[config.mk]
export PLATFORM = sky130hd
export DESIGN_NAME = dac_front
export DESIGN_NICKNAME = d
export VERILOG_FILES = /design/src/logic/dac_front_pkg.sv /design/src/logic/dac_front.sv
export VERILOG_INCLUDE_DIRS = /design/src /design/src/logic
export SDC_FILE = /design/constraint.sdc
export NUM_CORES = 1
export LEC_CHECK = 0
export BUFFER_PORTS_ARGS = -buffer_cell sky130_fd_sc_hd__buf_2
export CORE_ASPECT_RATIO = 1.5
export CORE_MARGIN = 4
export CORE_UTILIZATION = 60
export CTS_CLUSTER_SIZE = 16
export DETAILED_ROUTE_END_ITERATION = 10
export PLACE_DENSITY_LB_ADDON = 0.15
export SYNTH_ARGS = -nofsm -noshare
export SYNTH_HDL_FRONTEND = slang
export SYNTH_SLANG_ARGS = --single-unit
[constraint.sdc]
create_clock -name core_clk -period 17.4 [get_ports core_clk]
set_input_delay 3.48 -clock core_clk [delete_from_list [all_inputs] [get_ports core_clk]]
set_output_delay 3.48 -clock core_clk [all_outputs]
set_load 0.01 [all_outputs]
[src/logic/dac_front_params.svh]
// constants of the interpolating dac front end
`ifndef DAC_FRONT_PARAMS_SVH
`define DAC_FRONT_PARAMS_SVH
`define ADR_CTRL        4'h0
`define ADR_DITHER      4'h1
`define ADR_STATUS      4'h2
`define ADR_SAMPLE      4'h3
`define CTRL_FMT_BIT    0
`define CTRL_MODE_LSB   1
`define CTRL_SHUF_EN    3
`define CTRL_SHUF_LSB   4
`define CTRL_NS_EN      6
`define CTRL_PLL_DIS    7
`define CTRL_RESET      8'h00
`define DITHER_RESET    4'h0
`define LFSR_SEED       16'hace1
`define LOCK_TIME_NS    2000
`define CLK_PERIOD_NS   20
`define LOCK_CYCLES     ((`LOCK_TIME_NS + `CLK_PERIOD_NS - 1) / `CLK_PERIOD_NS)
`endif

[src/logic/dac_front_pkg.sv]
// types of the interpolating dac front end
package dac_front_pkg;
  typedef enum logic [1:0] {
    MODE_X1      = 2'h0,
    MODE_X2_SLOW = 2'h1,
    MODE_X2_FAST = 2'h2,
    MODE_X4      = 2'h3
  } interp_mode_t;
  typedef enum logic [1:0] {
    SHUF_4  = 2'h0,
    SHUF_8  = 2'h1,
    SHUF_16 = 2'h2
  } shuf_period_t;
  typedef enum logic [2:0] {
    LK_IDLE = 3'b001,
    LK_WAIT = 3'b010,
    LK_DONE = 3'b100
  } lock_state_t;
endpackage : dac_front_pkg

[src/logic/dac_front.sv]
// interpolating dac front end with wishbone control
`timescale 1ns/1ps
`include "dac_front_params.svh"
module dac_front #(
  parameter int LOCK_CYCLES = `LOCK_CYCLES
) (
  // clock and reset
  input  wire logic                      core_clk,
  input  wire logic                      resetn,
  // wishbone slave
  input  wire logic                      wb_cyc_i,
  input  wire logic                      wb_stb_i,
  input  wire logic                      wb_we_i,
  input  wire logic [3:0]                wb_adr_i,
  input  wire logic [3:0]                wb_sel_i,
  input  wire logic [31:0]               wb_dat_i,
  output logic      [31:0]               wb_dat_o,
  output logic                           wb_ack_o,
  // sample input
  input  wire logic [15:0]               sample_data,
  input  wire logic                      sample_strobe,
  input  wire logic                      fmt_twos,
  // clock multiplier
  input  wire logic                      pll_phase_ok,
  output logic                           pll_lock,
  output logic                           clk_bypass,
  // converter core
  output logic [11:0]                    core_data,
  output logic                           core_update,
  output logic [3:0]                     seg_rotate,
  output logic                           sample_take
);
  import dac_front_pkg::*;

  logic [7:0]         ctrl_ff;
  logic [3:0]         dither_ff;
  logic [1:0]         fmt_sync_ff;
  logic [1:0]         strobe_sync_ff;
  logic [1:0]         phase_sync_ff;
  logic               strobe_old_ff;
  logic [15:0]        s0_sync_ff;
  logic [15:0]        s1_sync_ff;
  logic [15:0]        cur_ff;
  logic [15:0]        prev_ff;
  logic [1:0]         phase_ff;
  logic               step_ff;
  logic               take_ff;
  logic [15:0]        lfsr_ff;
  logic [15:0]        dith_old_ff;
  logic [17:0]        err1_ff;
  logic [17:0]        err2_ff;
  logic [3:0]         upd_cnt_ff;
  logic [1:0]         rot_ff;
  lock_state_t        lk_ff;
  logic [15:0]        lk_cnt_ff;
  interp_mode_t       mode;
  shuf_period_t       shuf;
  logic               strobe_rise;
  logic [15:0]        in_word;
  logic [17:0]        interp;
  logic [17:0]        dith_hp;
  logic [17:0]        shaped;
  logic [11:0]        quant;
  logic               upd_now;
  logic [3:0]         shuf_max;
  logic [1:0]         rot_step;

  assign mode = interp_mode_t'(ctrl_ff[`CTRL_MODE_LSB +: 2]);
  assign shuf = shuf_period_t'(ctrl_ff[`CTRL_SHUF_LSB +: 2]);

  // bus access, one wait state answer
  always_ff @(posedge core_clk) begin
    if (!resetn) begin
      wb_ack_o  <= 1'b0;
      wb_dat_o  <= 32'h0;
      ctrl_ff   <= `CTRL_RESET;
      dither_ff <= `DITHER_RESET;
    end else begin
      wb_ack_o <= wb_cyc_i && wb_stb_i && !wb_ack_o;
      if (wb_cyc_i && wb_stb_i && !wb_ack_o) begin
        if (wb_we_i && wb_sel_i[0]) begin
          if (wb_adr_i == `ADR_CTRL) begin
            ctrl_ff <= wb_dat_i[7:0];
          end
          if (wb_adr_i == `ADR_DITHER) begin
            dither_ff <= wb_dat_i[3:0];
          end
        end
        unique case (wb_adr_i)
          `ADR_CTRL:   wb_dat_o <= {24'h0, ctrl_ff};
          `ADR_DITHER: wb_dat_o <= {28'h0, dither_ff};
          `ADR_STATUS: wb_dat_o <= {28'h0, rot_ff, clk_bypass, pll_lock};
          `ADR_SAMPLE: wb_dat_o <= {16'h0, cur_ff};
          default:     wb_dat_o <= 32'h0;
        endcase
      end
    end
  end

  // pin synchronisers
  always_ff @(posedge core_clk) begin
    if (!resetn) begin
      fmt_sync_ff    <= 2'h0;
      strobe_sync_ff <= 2'h0;
      phase_sync_ff  <= 2'h0;
      s0_sync_ff     <= 16'h0;
      s1_sync_ff     <= 16'h0;
      strobe_old_ff  <= 1'b0;
    end else begin
      fmt_sync_ff    <= {fmt_sync_ff[0], fmt_twos};
      strobe_sync_ff <= {strobe_sync_ff[0], sample_strobe};
      phase_sync_ff  <= {phase_sync_ff[0], pll_phase_ok};
      s0_sync_ff     <= sample_data;
      s1_sync_ff     <= s0_sync_ff;
      strobe_old_ff  <= strobe_sync_ff[1];
    end
  end

  assign strobe_rise = strobe_sync_ff[1] && !strobe_old_ff;
  // twos complement made offset binary by msb flip
  assign in_word = {s1_sync_ff[15] ^ fmt_sync_ff[1], s1_sync_ff[14:0]};

  // capture one word per input period
  always_ff @(posedge core_clk) begin
    if (!resetn) begin
      cur_ff  <= 16'h8000;
      prev_ff <= 16'h8000;
      take_ff <= 1'b0;
    end else begin
      take_ff <= strobe_rise;
      if (strobe_rise) begin
        prev_ff <= cur_ff;
        cur_ff  <= in_word;
      end
    end
  end

  // update phase within an input period; core update enable per mode
  always_ff @(posedge core_clk) begin
    if (!resetn) begin
      phase_ff <= 2'h0;
      step_ff  <= 1'b0;
    end else if (strobe_rise) begin
      phase_ff <= 2'h0;
      step_ff  <= 1'b0;
    end else begin
      // stops at the last phase so one period never repeats
      phase_ff <= (phase_ff == 2'h3) ? phase_ff : phase_ff + 2'h1;
      step_ff  <= (phase_ff != 2'h3);
    end
  end

  always_comb begin
    upd_now = 1'b0;
    unique case (mode)
      MODE_X1:      upd_now = take_ff;
      MODE_X2_SLOW: upd_now = take_ff || (step_ff && (phase_ff == 2'h1));
      MODE_X2_FAST: upd_now = take_ff || (step_ff && (phase_ff == 2'h1));
      MODE_X4:      upd_now = take_ff || (step_ff && (phase_ff != 2'h0));
    endcase
  end

  // linear interpolation between samples, wider step in fast x2
  always_comb begin
    interp = {2'b00, prev_ff};
    unique case (mode)
      MODE_X1:      interp = {2'b00, cur_ff};
      MODE_X2_SLOW: interp = (phase_ff[0] ? ({2'b00, prev_ff} + {2'b00, cur_ff}) >> 1 : {2'b00, prev_ff});
      MODE_X2_FAST: interp = (phase_ff[0] ? ({2'b00, cur_ff} + {2'b00, cur_ff}) >> 1 : {2'b00, prev_ff});
      MODE_X4:      interp = ({2'b00, prev_ff} * (3'd4 - {1'b0, phase_ff}) + {2'b00, cur_ff} * {1'b0, phase_ff}) >> 2;
    endcase
  end

  // lfsr dither, first difference makes it highpass
  always_ff @(posedge core_clk) begin
    if (!resetn) begin
      lfsr_ff     <= `LFSR_SEED;
      dith_old_ff <= 16'h0;
    end else if (upd_now) begin
      lfsr_ff     <= {lfsr_ff[14:0], lfsr_ff[15] ^ lfsr_ff[13] ^ lfsr_ff[12] ^ lfsr_ff[10]};
      dith_old_ff <= lfsr_ff & ((16'h1 << dither_ff) - 16'h1);
    end
  end
  assign dith_hp = {2'b00, lfsr_ff & ((16'h1 << dither_ff) - 16'h1)} - {2'b00, dith_old_ff};

  // second order error feedback: y = x + 2e1 - e2
  assign shaped = ctrl_ff[`CTRL_NS_EN]
                ? interp + dith_hp + (err1_ff << 1) - err2_ff
                : interp + dith_hp;
  assign quant = shaped[17] ? 12'h000 : (shaped[16] ? 12'hfff : shaped[15:4]);

  always_ff @(posedge core_clk) begin
    if (!resetn) begin
      err1_ff     <= 18'h0;
      err2_ff     <= 18'h0;
      core_data   <= 12'h800;
      core_update <= 1'b0;
      sample_take <= 1'b0;
    end else begin
      core_update <= upd_now;
      sample_take <= take_ff;
      if (upd_now) begin
        core_data <= quant;
        err2_ff   <= err1_ff;
        err1_ff   <= ctrl_ff[`CTRL_NS_EN] ? {14'h0, 4'h0} - {14'h0, shaped[3:0]} : 18'h0;
      end
    end
  end

  // segment shuffle counter and rotation
  always_comb begin
    shuf_max = 4'h3;
    unique case (shuf)
      SHUF_4:  shuf_max = 4'h3;
      SHUF_8:  shuf_max = 4'h7;
      SHUF_16: shuf_max = 4'hf;
      default: shuf_max = 4'hf;
    endcase
  end
  // nonzero step so every shuffle point moves the quarter
  assign rot_step = (lfsr_ff[1:0] == 2'h0) ? 2'h1 : lfsr_ff[1:0];

  always_ff @(posedge core_clk) begin
    if (!resetn) begin
      upd_cnt_ff <= 4'h0;
      rot_ff     <= 2'h0;
      seg_rotate <= 4'h1;
    end else begin
      if (ctrl_ff[`CTRL_SHUF_EN] && upd_now) begin
        if (upd_cnt_ff >= shuf_max) begin
          upd_cnt_ff <= 4'h0;
          rot_ff     <= rot_ff ^ rot_step;
        end else begin
          upd_cnt_ff <= upd_cnt_ff + 4'h1;
        end
      end
      // one-hot start quarter only; cell count from core_data untouched
      seg_rotate <= 4'h1 << rot_ff;
    end
  end

  // clock multiplier lock supervision
  always_ff @(posedge core_clk) begin
    if (!resetn) begin
      lk_ff      <= LK_IDLE;
      lk_cnt_ff  <= 16'h0;
      pll_lock   <= 1'b0;
      clk_bypass <= 1'b0;
    end else begin
      clk_bypass <= ctrl_ff[`CTRL_PLL_DIS];
      unique case (lk_ff)
        LK_IDLE: begin
          lk_cnt_ff <= 16'h0;
          if (phase_sync_ff[1] && !ctrl_ff[`CTRL_PLL_DIS]) begin
            lk_ff <= LK_WAIT;
          end
        end
        LK_WAIT: begin
          lk_cnt_ff <= lk_cnt_ff + 16'h1;
          if (!phase_sync_ff[1] || ctrl_ff[`CTRL_PLL_DIS]) begin
            lk_ff <= LK_IDLE;
          end else if (lk_cnt_ff >= 16'(LOCK_CYCLES - 1)) begin
            lk_ff <= LK_DONE;
          end
        end
        LK_DONE: begin
          if (!phase_sync_ff[1] || ctrl_ff[`CTRL_PLL_DIS]) begin
            lk_ff <= LK_IDLE;
          end
        end
      endcase
      pll_lock <= (lk_ff == LK_DONE) && phase_sync_ff[1] && !ctrl_ff[`CTRL_PLL_DIS];
    end
  end
endmodule : dac_front

# After elaboration in Yosys (flattened, before gate mapping)
# Index checks and enable logic that the tools add are counted.
# Widths: inputs -> output; s select.
[classes] n_eq_ne=16 mux=18 shifts=2 n_reduce_logical=29 bitwise_logic=7 multipliers=2 n_lt_le_gt_ge=2 add_sub_neg=13
[ops] op="$pmux 18 s4" n=1
[ops] op="$pmux 16 s4" n=1
[ops] op="$add 18x18->18" n=3
[ops] op="$mux 18" n=2
[ops] op="$add 16x16->17" n=2
[ops] op="$mux 16" n=2
[ops] op="$pmux 16 s2" n=1
[ops] op="$mux 12" n=2
[ops] op="$mul 16x2->18" n=1
[ops] op="$mul 17x4->18" n=1
[ops] op="$sub 18x18->18" n=1
[ops] op="$sub 16x16->17" n=1
[ops] op="$add 16x1->16 const B" n=1
[ops] op="$and 16x16->16" n=1
[ops] op="$ge 16x7->1 const B" n=1
[ops] op="$shl 1x4->16 const A" n=1
[ops] op="$sub 16x1->16 const B" n=1
[ops] op="$mux 3" n=4
[ops] op="$logic_and 1x1->1" n=10
[ops] op="$pmux 3 s3" n=1
[ops] op="$reduce_and 3->1" n=3
[ops] op="$eq 4x2->1 const B" n=2
[ops] op="$pmux 4 s2" n=1
[ops] op="$eq 2x1->1 const B" n=3
[ops] op="26 further kinds" n=42
[word_totals] elab_cells=118 input_bits=64 out_inout_bits=53 ff_bits=233

# Longest topological paths before layout
[logic_depth] word_depth=10 ltp_mapped=41 ltp_nobuf=37

# Worst setup path after synthesis
# OpenSTA, ideal clock, no wires.
[synth_path] path_kind="reg-to-reg" start="register phase_ff[0]" end="register core_data[8]" arrival_time_ps=8570 path_stages_with_launch=37 period_less_slack_ps=8688 setup_ps=117 slack_ps=8712 path_buffers=4 required_time_ps=17283 cell_sequence="dfxtp_1 > clkbuf_1 > inv_2 > buf_1 > ha_1 > clkbuf_1 > and2_1 > fa_1 > fa_1 > inv_1 > fa_1 > inv_1 > ha_1 > a21o_1 > a21o_1 > a211oi_1 > nor2_1 > o31ai_1 > xnor2_1 > a21oi_1 > o2bb2ai_1 > a22oi_1 > ha_1 > nand2_1 > nor4b_4 > o311a_1 > o211ai_2 > o21ai_0 > xor2_1 > fa_1 > ha_1 > or4_1 > o21ai_0 > xor2_1 > clkbuf_1 > o211ai_1 > a32o_1"
[synth_between] elab_chain_len=10 elab_cells_between_ends=20 classes_between="add/sub (5); mul (2); eq/ne (1); mux (7); reduce/logical (5)"
[synth_rtl] element="start, declared" line_no="dac_front.sv:45" rtl="logic [1:0] phase_ff;"
[synth_rtl] element="start signal, assigned" line_no="dac_front.sv:148" rtl="phase_ff <= (phase_ff == 2'h3) ? phase_ff : phase_ff + 2'h1;"
[synth_rtl] element="$sub 3x2->4" line_no="dac_front.sv:170" rtl="MODE_X4: interp = ({2'b00, prev_ff} * (3'd4 - {1'b0, phase_ff}) + {2'b00, cur_ff} * {1'b0, phase_ff}) >> 2;"
[synth_rtl] element="$mul 17x4->18" line_no="dac_front.sv:170"
[synth_rtl] element="$add 18x18->18" line_no="dac_front.sv:170"
[synth_rtl] element="$pmux 18 s4" line_no="dac_front.sv:166" rtl="unique case (mode)"
[synth_rtl] element="$add 18x18->18" line_no="dac_front.sv:188, dac_front.sv:189"
[synth_rtl] element="$add 18x18->18" line_no="dac_front.sv:188" rtl="? interp + dith_hp + (err1_ff << 1) - err2_ff"
[synth_rtl] element="$sub 18x18->18" line_no="dac_front.sv:188"
[synth_rtl] element="$mux 18" line_no="dac_front.sv:187" rtl="assign shaped = ctrl_ff[`CTRL_NS_EN]"
[synth_rtl] element="$mux 12 (2 in series)" line_no="dac_front.sv:190" rtl="assign quant = shaped[17] ? 12'h000 : (shaped[16] ? 12'hfff : shaped[15:4]);"
[synth_rtl] element="end signal, assigned" line_no="dac_front.sv:203" rtl="core_data <= quant;"
[synth_rtl] element="end, declared" line_no="dac_front.sv:28" rtl="output logic [11:0] core_data,"
# Several ways; a longest one is shown, not always the timed one. The select of a mux whose other input is x is not followed.
# A chain may end at the register's enable or synchronous reset.

# Final worst setup path
[layout_path] start="register phase_ff[1]" end="register core_data[9]"
# The elaborated chain is that of the path after synthesis.

==> flow_metrics.py <==
metrics = {
    "status": {
        "status": "completed",
    },
    "hold_path": {
        "hp-start": "fmt_sync_ff[0]$_SDFF_PN0_",
        "holdPathStages": 1,
        "min_to": "fmt_sync_ff[1]$_SDFF_PN0_",
        "min_path_type": "register to register",
    },
    "cts": {
        "cts_resized": 0,
        "postCtsSetupBuffers": 0,
        "cts.path.max_buffers": 2,
        "cts_root_buf": "clkbuf_16",
        "cts_buffers": 17,
        "htree_num_levels": 4,
        "numClockSinks": 191,
        "clk_pin_slew_ps": 90,
        "insertion_delay_ps": 450,
        "postCtsHoldBufs": 0,
        "cts_tree": "yes",
    },
    "power": {
        "leakage_nw": 6.718,
        "fin_total_pwr_w": 0.0009955,
        "power_density_mw_per_mm2": 67.08,
        "ir_worst_vdd_v": 0.00008277,
    },
    "finish": {
        "drive_gt1_frac": 0.09288,
        "layout.nets": 1880,
        "area_delta_synth_final_pct": 8.310,
        "stdcell_count": 1934,
        "diodes": 0,
        "final_util": 0.6630,
    },
    "place": {
        "portBuffers": 73,
        "gp_congestion": 0.9323,
        "hpwl_mm": 25.37,
        "dp_cells": 1902,
    },
    "setup_path": {
        "worstPathMaxFanout": 19,
        "cp-end-kind": "register",
        "timing.rr.end": "core_data[9]$_SDFFE_PN0N_",
        "r2r_cells": 31,
        "crit_path_start_kind": "register",
        "ff2ff_setup_slack_ps": 7040,
        "path_common_cell": "fa_1",
        "crit_type": "register to register",
        "reg2reg_from": "phase_ff[1]$_SDFFE_PP0P_",
        "cp.arrival_ps": 10710,
        "crit_path_top_delay_cell": "dfxtp_1",
        "max_stage_delay_ps": 820,
        "required_ps": 17750,
    },
    "grt": {
        "grt_pass1_vias": 11310,
        "grt_pass1_wl_mm": 55.64,
        "grt_max_degree": 61,
        "grt_usage": 0.2709,
        "antenna_found_initial": 0,
        "overflow": 0,
    },
    "route": {
        "drt-initial-drc-count": 571,
        "dr.pass1.iters": 6,
        "num_vias": 11410,
        "via_per_inst": 5.900,
        "drc": 0,
        "antenna_left": 0,
        "wire_per_inst_um": 17.58,
        "routed_wl_mm": 34.00,
    },
    "die": {
        "die_area_mm2": 0.02537,
        "io_pins": 117,
        "die_y_um": 193.1,
        "core.rowCount": 67,
        "core_area_mm2": 0.02238,
        "die_w_um": 131.4,
        "start_util": 0.6122,
    },
    "sta": {
        "worstMarginPinSlew_ps": 1122,
        "fin_setup_tns_ps": 0,
        "finalMaxSlewViolations": 0,
        "fmax_ghz": 0.09648,
        "hold_violations": 0,
        "setup_viol": 0,
        "finalCritPeriodShare": 0.5957,
        "period_minus_slack_ps": 10360,
        "maxSlewHeadroom": 0.2462,
        "rsz0062_at_grt": "no",
        "fin_worst_skew_ps": 17.86,
    },
    "yosys": {
        "syn_inst": 1607,
        "synth-edff-count": 0,
        "syn_area_per_cell_um2": 8.526,
        "synth-seq-cells": 191,
        "syn_area_mm2": 0.01370,
        "seq_area_frac_synth": 0.2791,
        "ys_async_sr_fraction": 0,
        "synth-main-ff-cell": "dfxtp_1",
        "synth_cell_types": 78,
        "yosys_warnings": 0,
    },
    "run": {
        "maxCapViolCount": 0,
    },
}
==> worst max-delay path, delay by kind of cell, from the launching register on <==
kind | cells | cell delay, ps
compound gates | 14 | 3140
xor+xnor | 3 | 1270
fa+ha+maj | 9 | 3950
buf+inv | 3 | 290
flops | 1 | 820
simple gates | 2 | 790
==> synth_stat cells, types with 5 or more instances <==
library cell  number  share of area
clkbuf_1          61          0.017
nand3_1           44          0.016
nor2_1           118          0.032
xnor2_1           44          0.028
a22o_1            36          0.023
nand4_1            6         0.0027
a211o_1            6         0.0038
o21bai_1           6         0.0033
a32o_1             8         0.0058
o211ai_1          13         0.0071
or3_1             15         0.0068
a31oi_1            9         0.0041
mux2i_1           38          0.028
nor3_1            20         0.0073
fa_1              65          0.095
a211oi_1           8         0.0044
nor2b_1           14         0.0064
a21o_1            22          0.012
buf_4             16         0.0088
a21oi_1          108          0.039
o21ai_0           66          0.024
o21a_1            18         0.0099
and3_1            14         0.0064
inv_1            115          0.032
nand2_1          152          0.042
dfxtp_1          191           0.28
and2_1           113          0.052
nand3b_1          11         0.0060
xor2_1            32          0.020
nand2b_1          15         0.0068
ha_1             106          0.097
or2_2              5         0.0023
o21ai_1           10         0.0037
mux2_2             5         0.0041
a22oi_1           21          0.012
==> flip-flops by register name (all words and copies together), names as in the netlist, 2 cells and up <==
| register | cells |
|---|---|
| core_data | 12 |
| ctrl_ff | 8 |
| cur_ff | 16 |
| dith_old_ff | 16 |
| dither_ff | 4 |
| err1_ff | 5 |
| err2_ff | 5 |
| fmt_sync_ff | 2 |
| lfsr_ff | 16 |
| lk_cnt_ff | 16 |
| lk_ff | 3 |
| phase_ff | 2 |
| phase_sync_ff | 2 |
| prev_ff | 16 |
| rot_ff | 2 |
| s0_sync_ff | 16 |
| s1_sync_ff | 16 |
| seg_rotate | 4 |
| strobe_sync_ff | 2 |
| upd_cnt_ff | 4 |
| wb_dat_o | 16 |
==> cell type report <==
class | instances | area [um2]
multi-input combinational | 1231 | 9119
clock buffer | 17 | 425.4
fill | 1932 | 7542
clock inverter | 15 | 217.7
inverter | 117 | 439.2
sequential | 191 | 3824
tap | 276 | 345.3
timing repair buffer | 87 | 470.5
==> how the worst max path moves through the flow <==
stage                             startpoint                   endpoint  slack (ps)  cells past startpoint
floorplan           phase_ff[0]$_SDFFE_PP0P_  core_data[8]$_SDFFE_PN0N_        8710                     36
global placement    phase_ff[1]$_SDFFE_PP0P_  core_data[9]$_SDFFE_PN0N_        7150                     31
detailed placement  phase_ff[1]$_SDFFE_PP0P_  core_data[9]$_SDFFE_PN0N_        7120                     31
CTS                 phase_ff[1]$_SDFFE_PP0P_  core_data[9]$_SDFFE_PN0N_        7010                     31
global route        phase_ff[1]$_SDFFE_PP0P_  core_data[9]$_SDFFE_PN0N_        6510                     31
finish              phase_ff[1]$_SDFFE_PP0P_  core_data[9]$_SDFFE_PN0N_        7040                     31
==> kinds of logic after synthesis <==
kind of cell / synth area share
and+or+nand+nor: 0.1987
AOI/OAI and AO/OA: 0.1812
buffers and inverters: 0.06118
DFF: 0.2791
adders and majority gates: 0.1918
xor gates and xnor gates: 0.04858
muxes: 0.03927
other: 0.0002737
==> per-stage QoR <==
| stage | instance area (um2) | setup slack [ps] | hold WS, ps |
|---|---|---|---|
| 2_1_floorplan | 13760 | 8712 | 401.4 |
| 5_1_grt | 14840 | 6507 | 445.5 |
| 4_1_cts | 14840 | 7008 | 436.7 |
| 3_3_place_gp | 14200 | 7152 | 413.8 |
| 3_5_place_dp | 14200 | 7118 | 416.9 |
| 6_report | 14840 | 7036 | 435.8 |
==> layer usage <==
layer	wire [um]	GRT usage	part of all wire	up-vias
li1	-	-	-	5584
met1	13310	0.3053	0.39	5466
met2	17630	0.5044	0.52	262
met3	1141	0.03245	0.034	99
met4	1909	0.1423	0.056	0
met5	0	0	0	-
==> placed cells by master, fill, tap and decap left out, drive strengths merged, types with 5 or more instances in the layout <==
cell,Yosys,final
dfxtp,191,191
nand2,152,152
inv,117,124
nor2,119,119
and2,113,113
a21oi,109,109
ha,106,106
buf,23,87
o21ai,76,76
fa,65,65
nand3,44,44
xnor2,44,44
mux2i,38,38
a22o,36,36
xor2,32,32
a21o,22,22
a22oi,21,21
nor3,21,21
o21a,18,18
conb,1,17
clkbuf,61,17
o211ai,16,16
nand2b,15,15
or3,15,15
nor2b,14,14
and3,14,14
nand3b,11,11
a211oi,11,11
a31oi,10,10
a32o,8,8
clkinv,0,7
a211o,6,6
o21bai,6,6
nand4,6,6
mux2,6,6
or2,5,5
==> power breakdown <==
part	internal [W]	switching, W	total (W)	leakage, nW
combinational	0.0000472	0.0000823	0.000129	4.86
clock	0.000201	0.000212	0.000413	0.304
sequential	0.000445	0.00000746	0.000453	1.55
total	0.000694	0.000302	0.000995	6.72
Note: power is estimated with default switching activity, not from simulation.
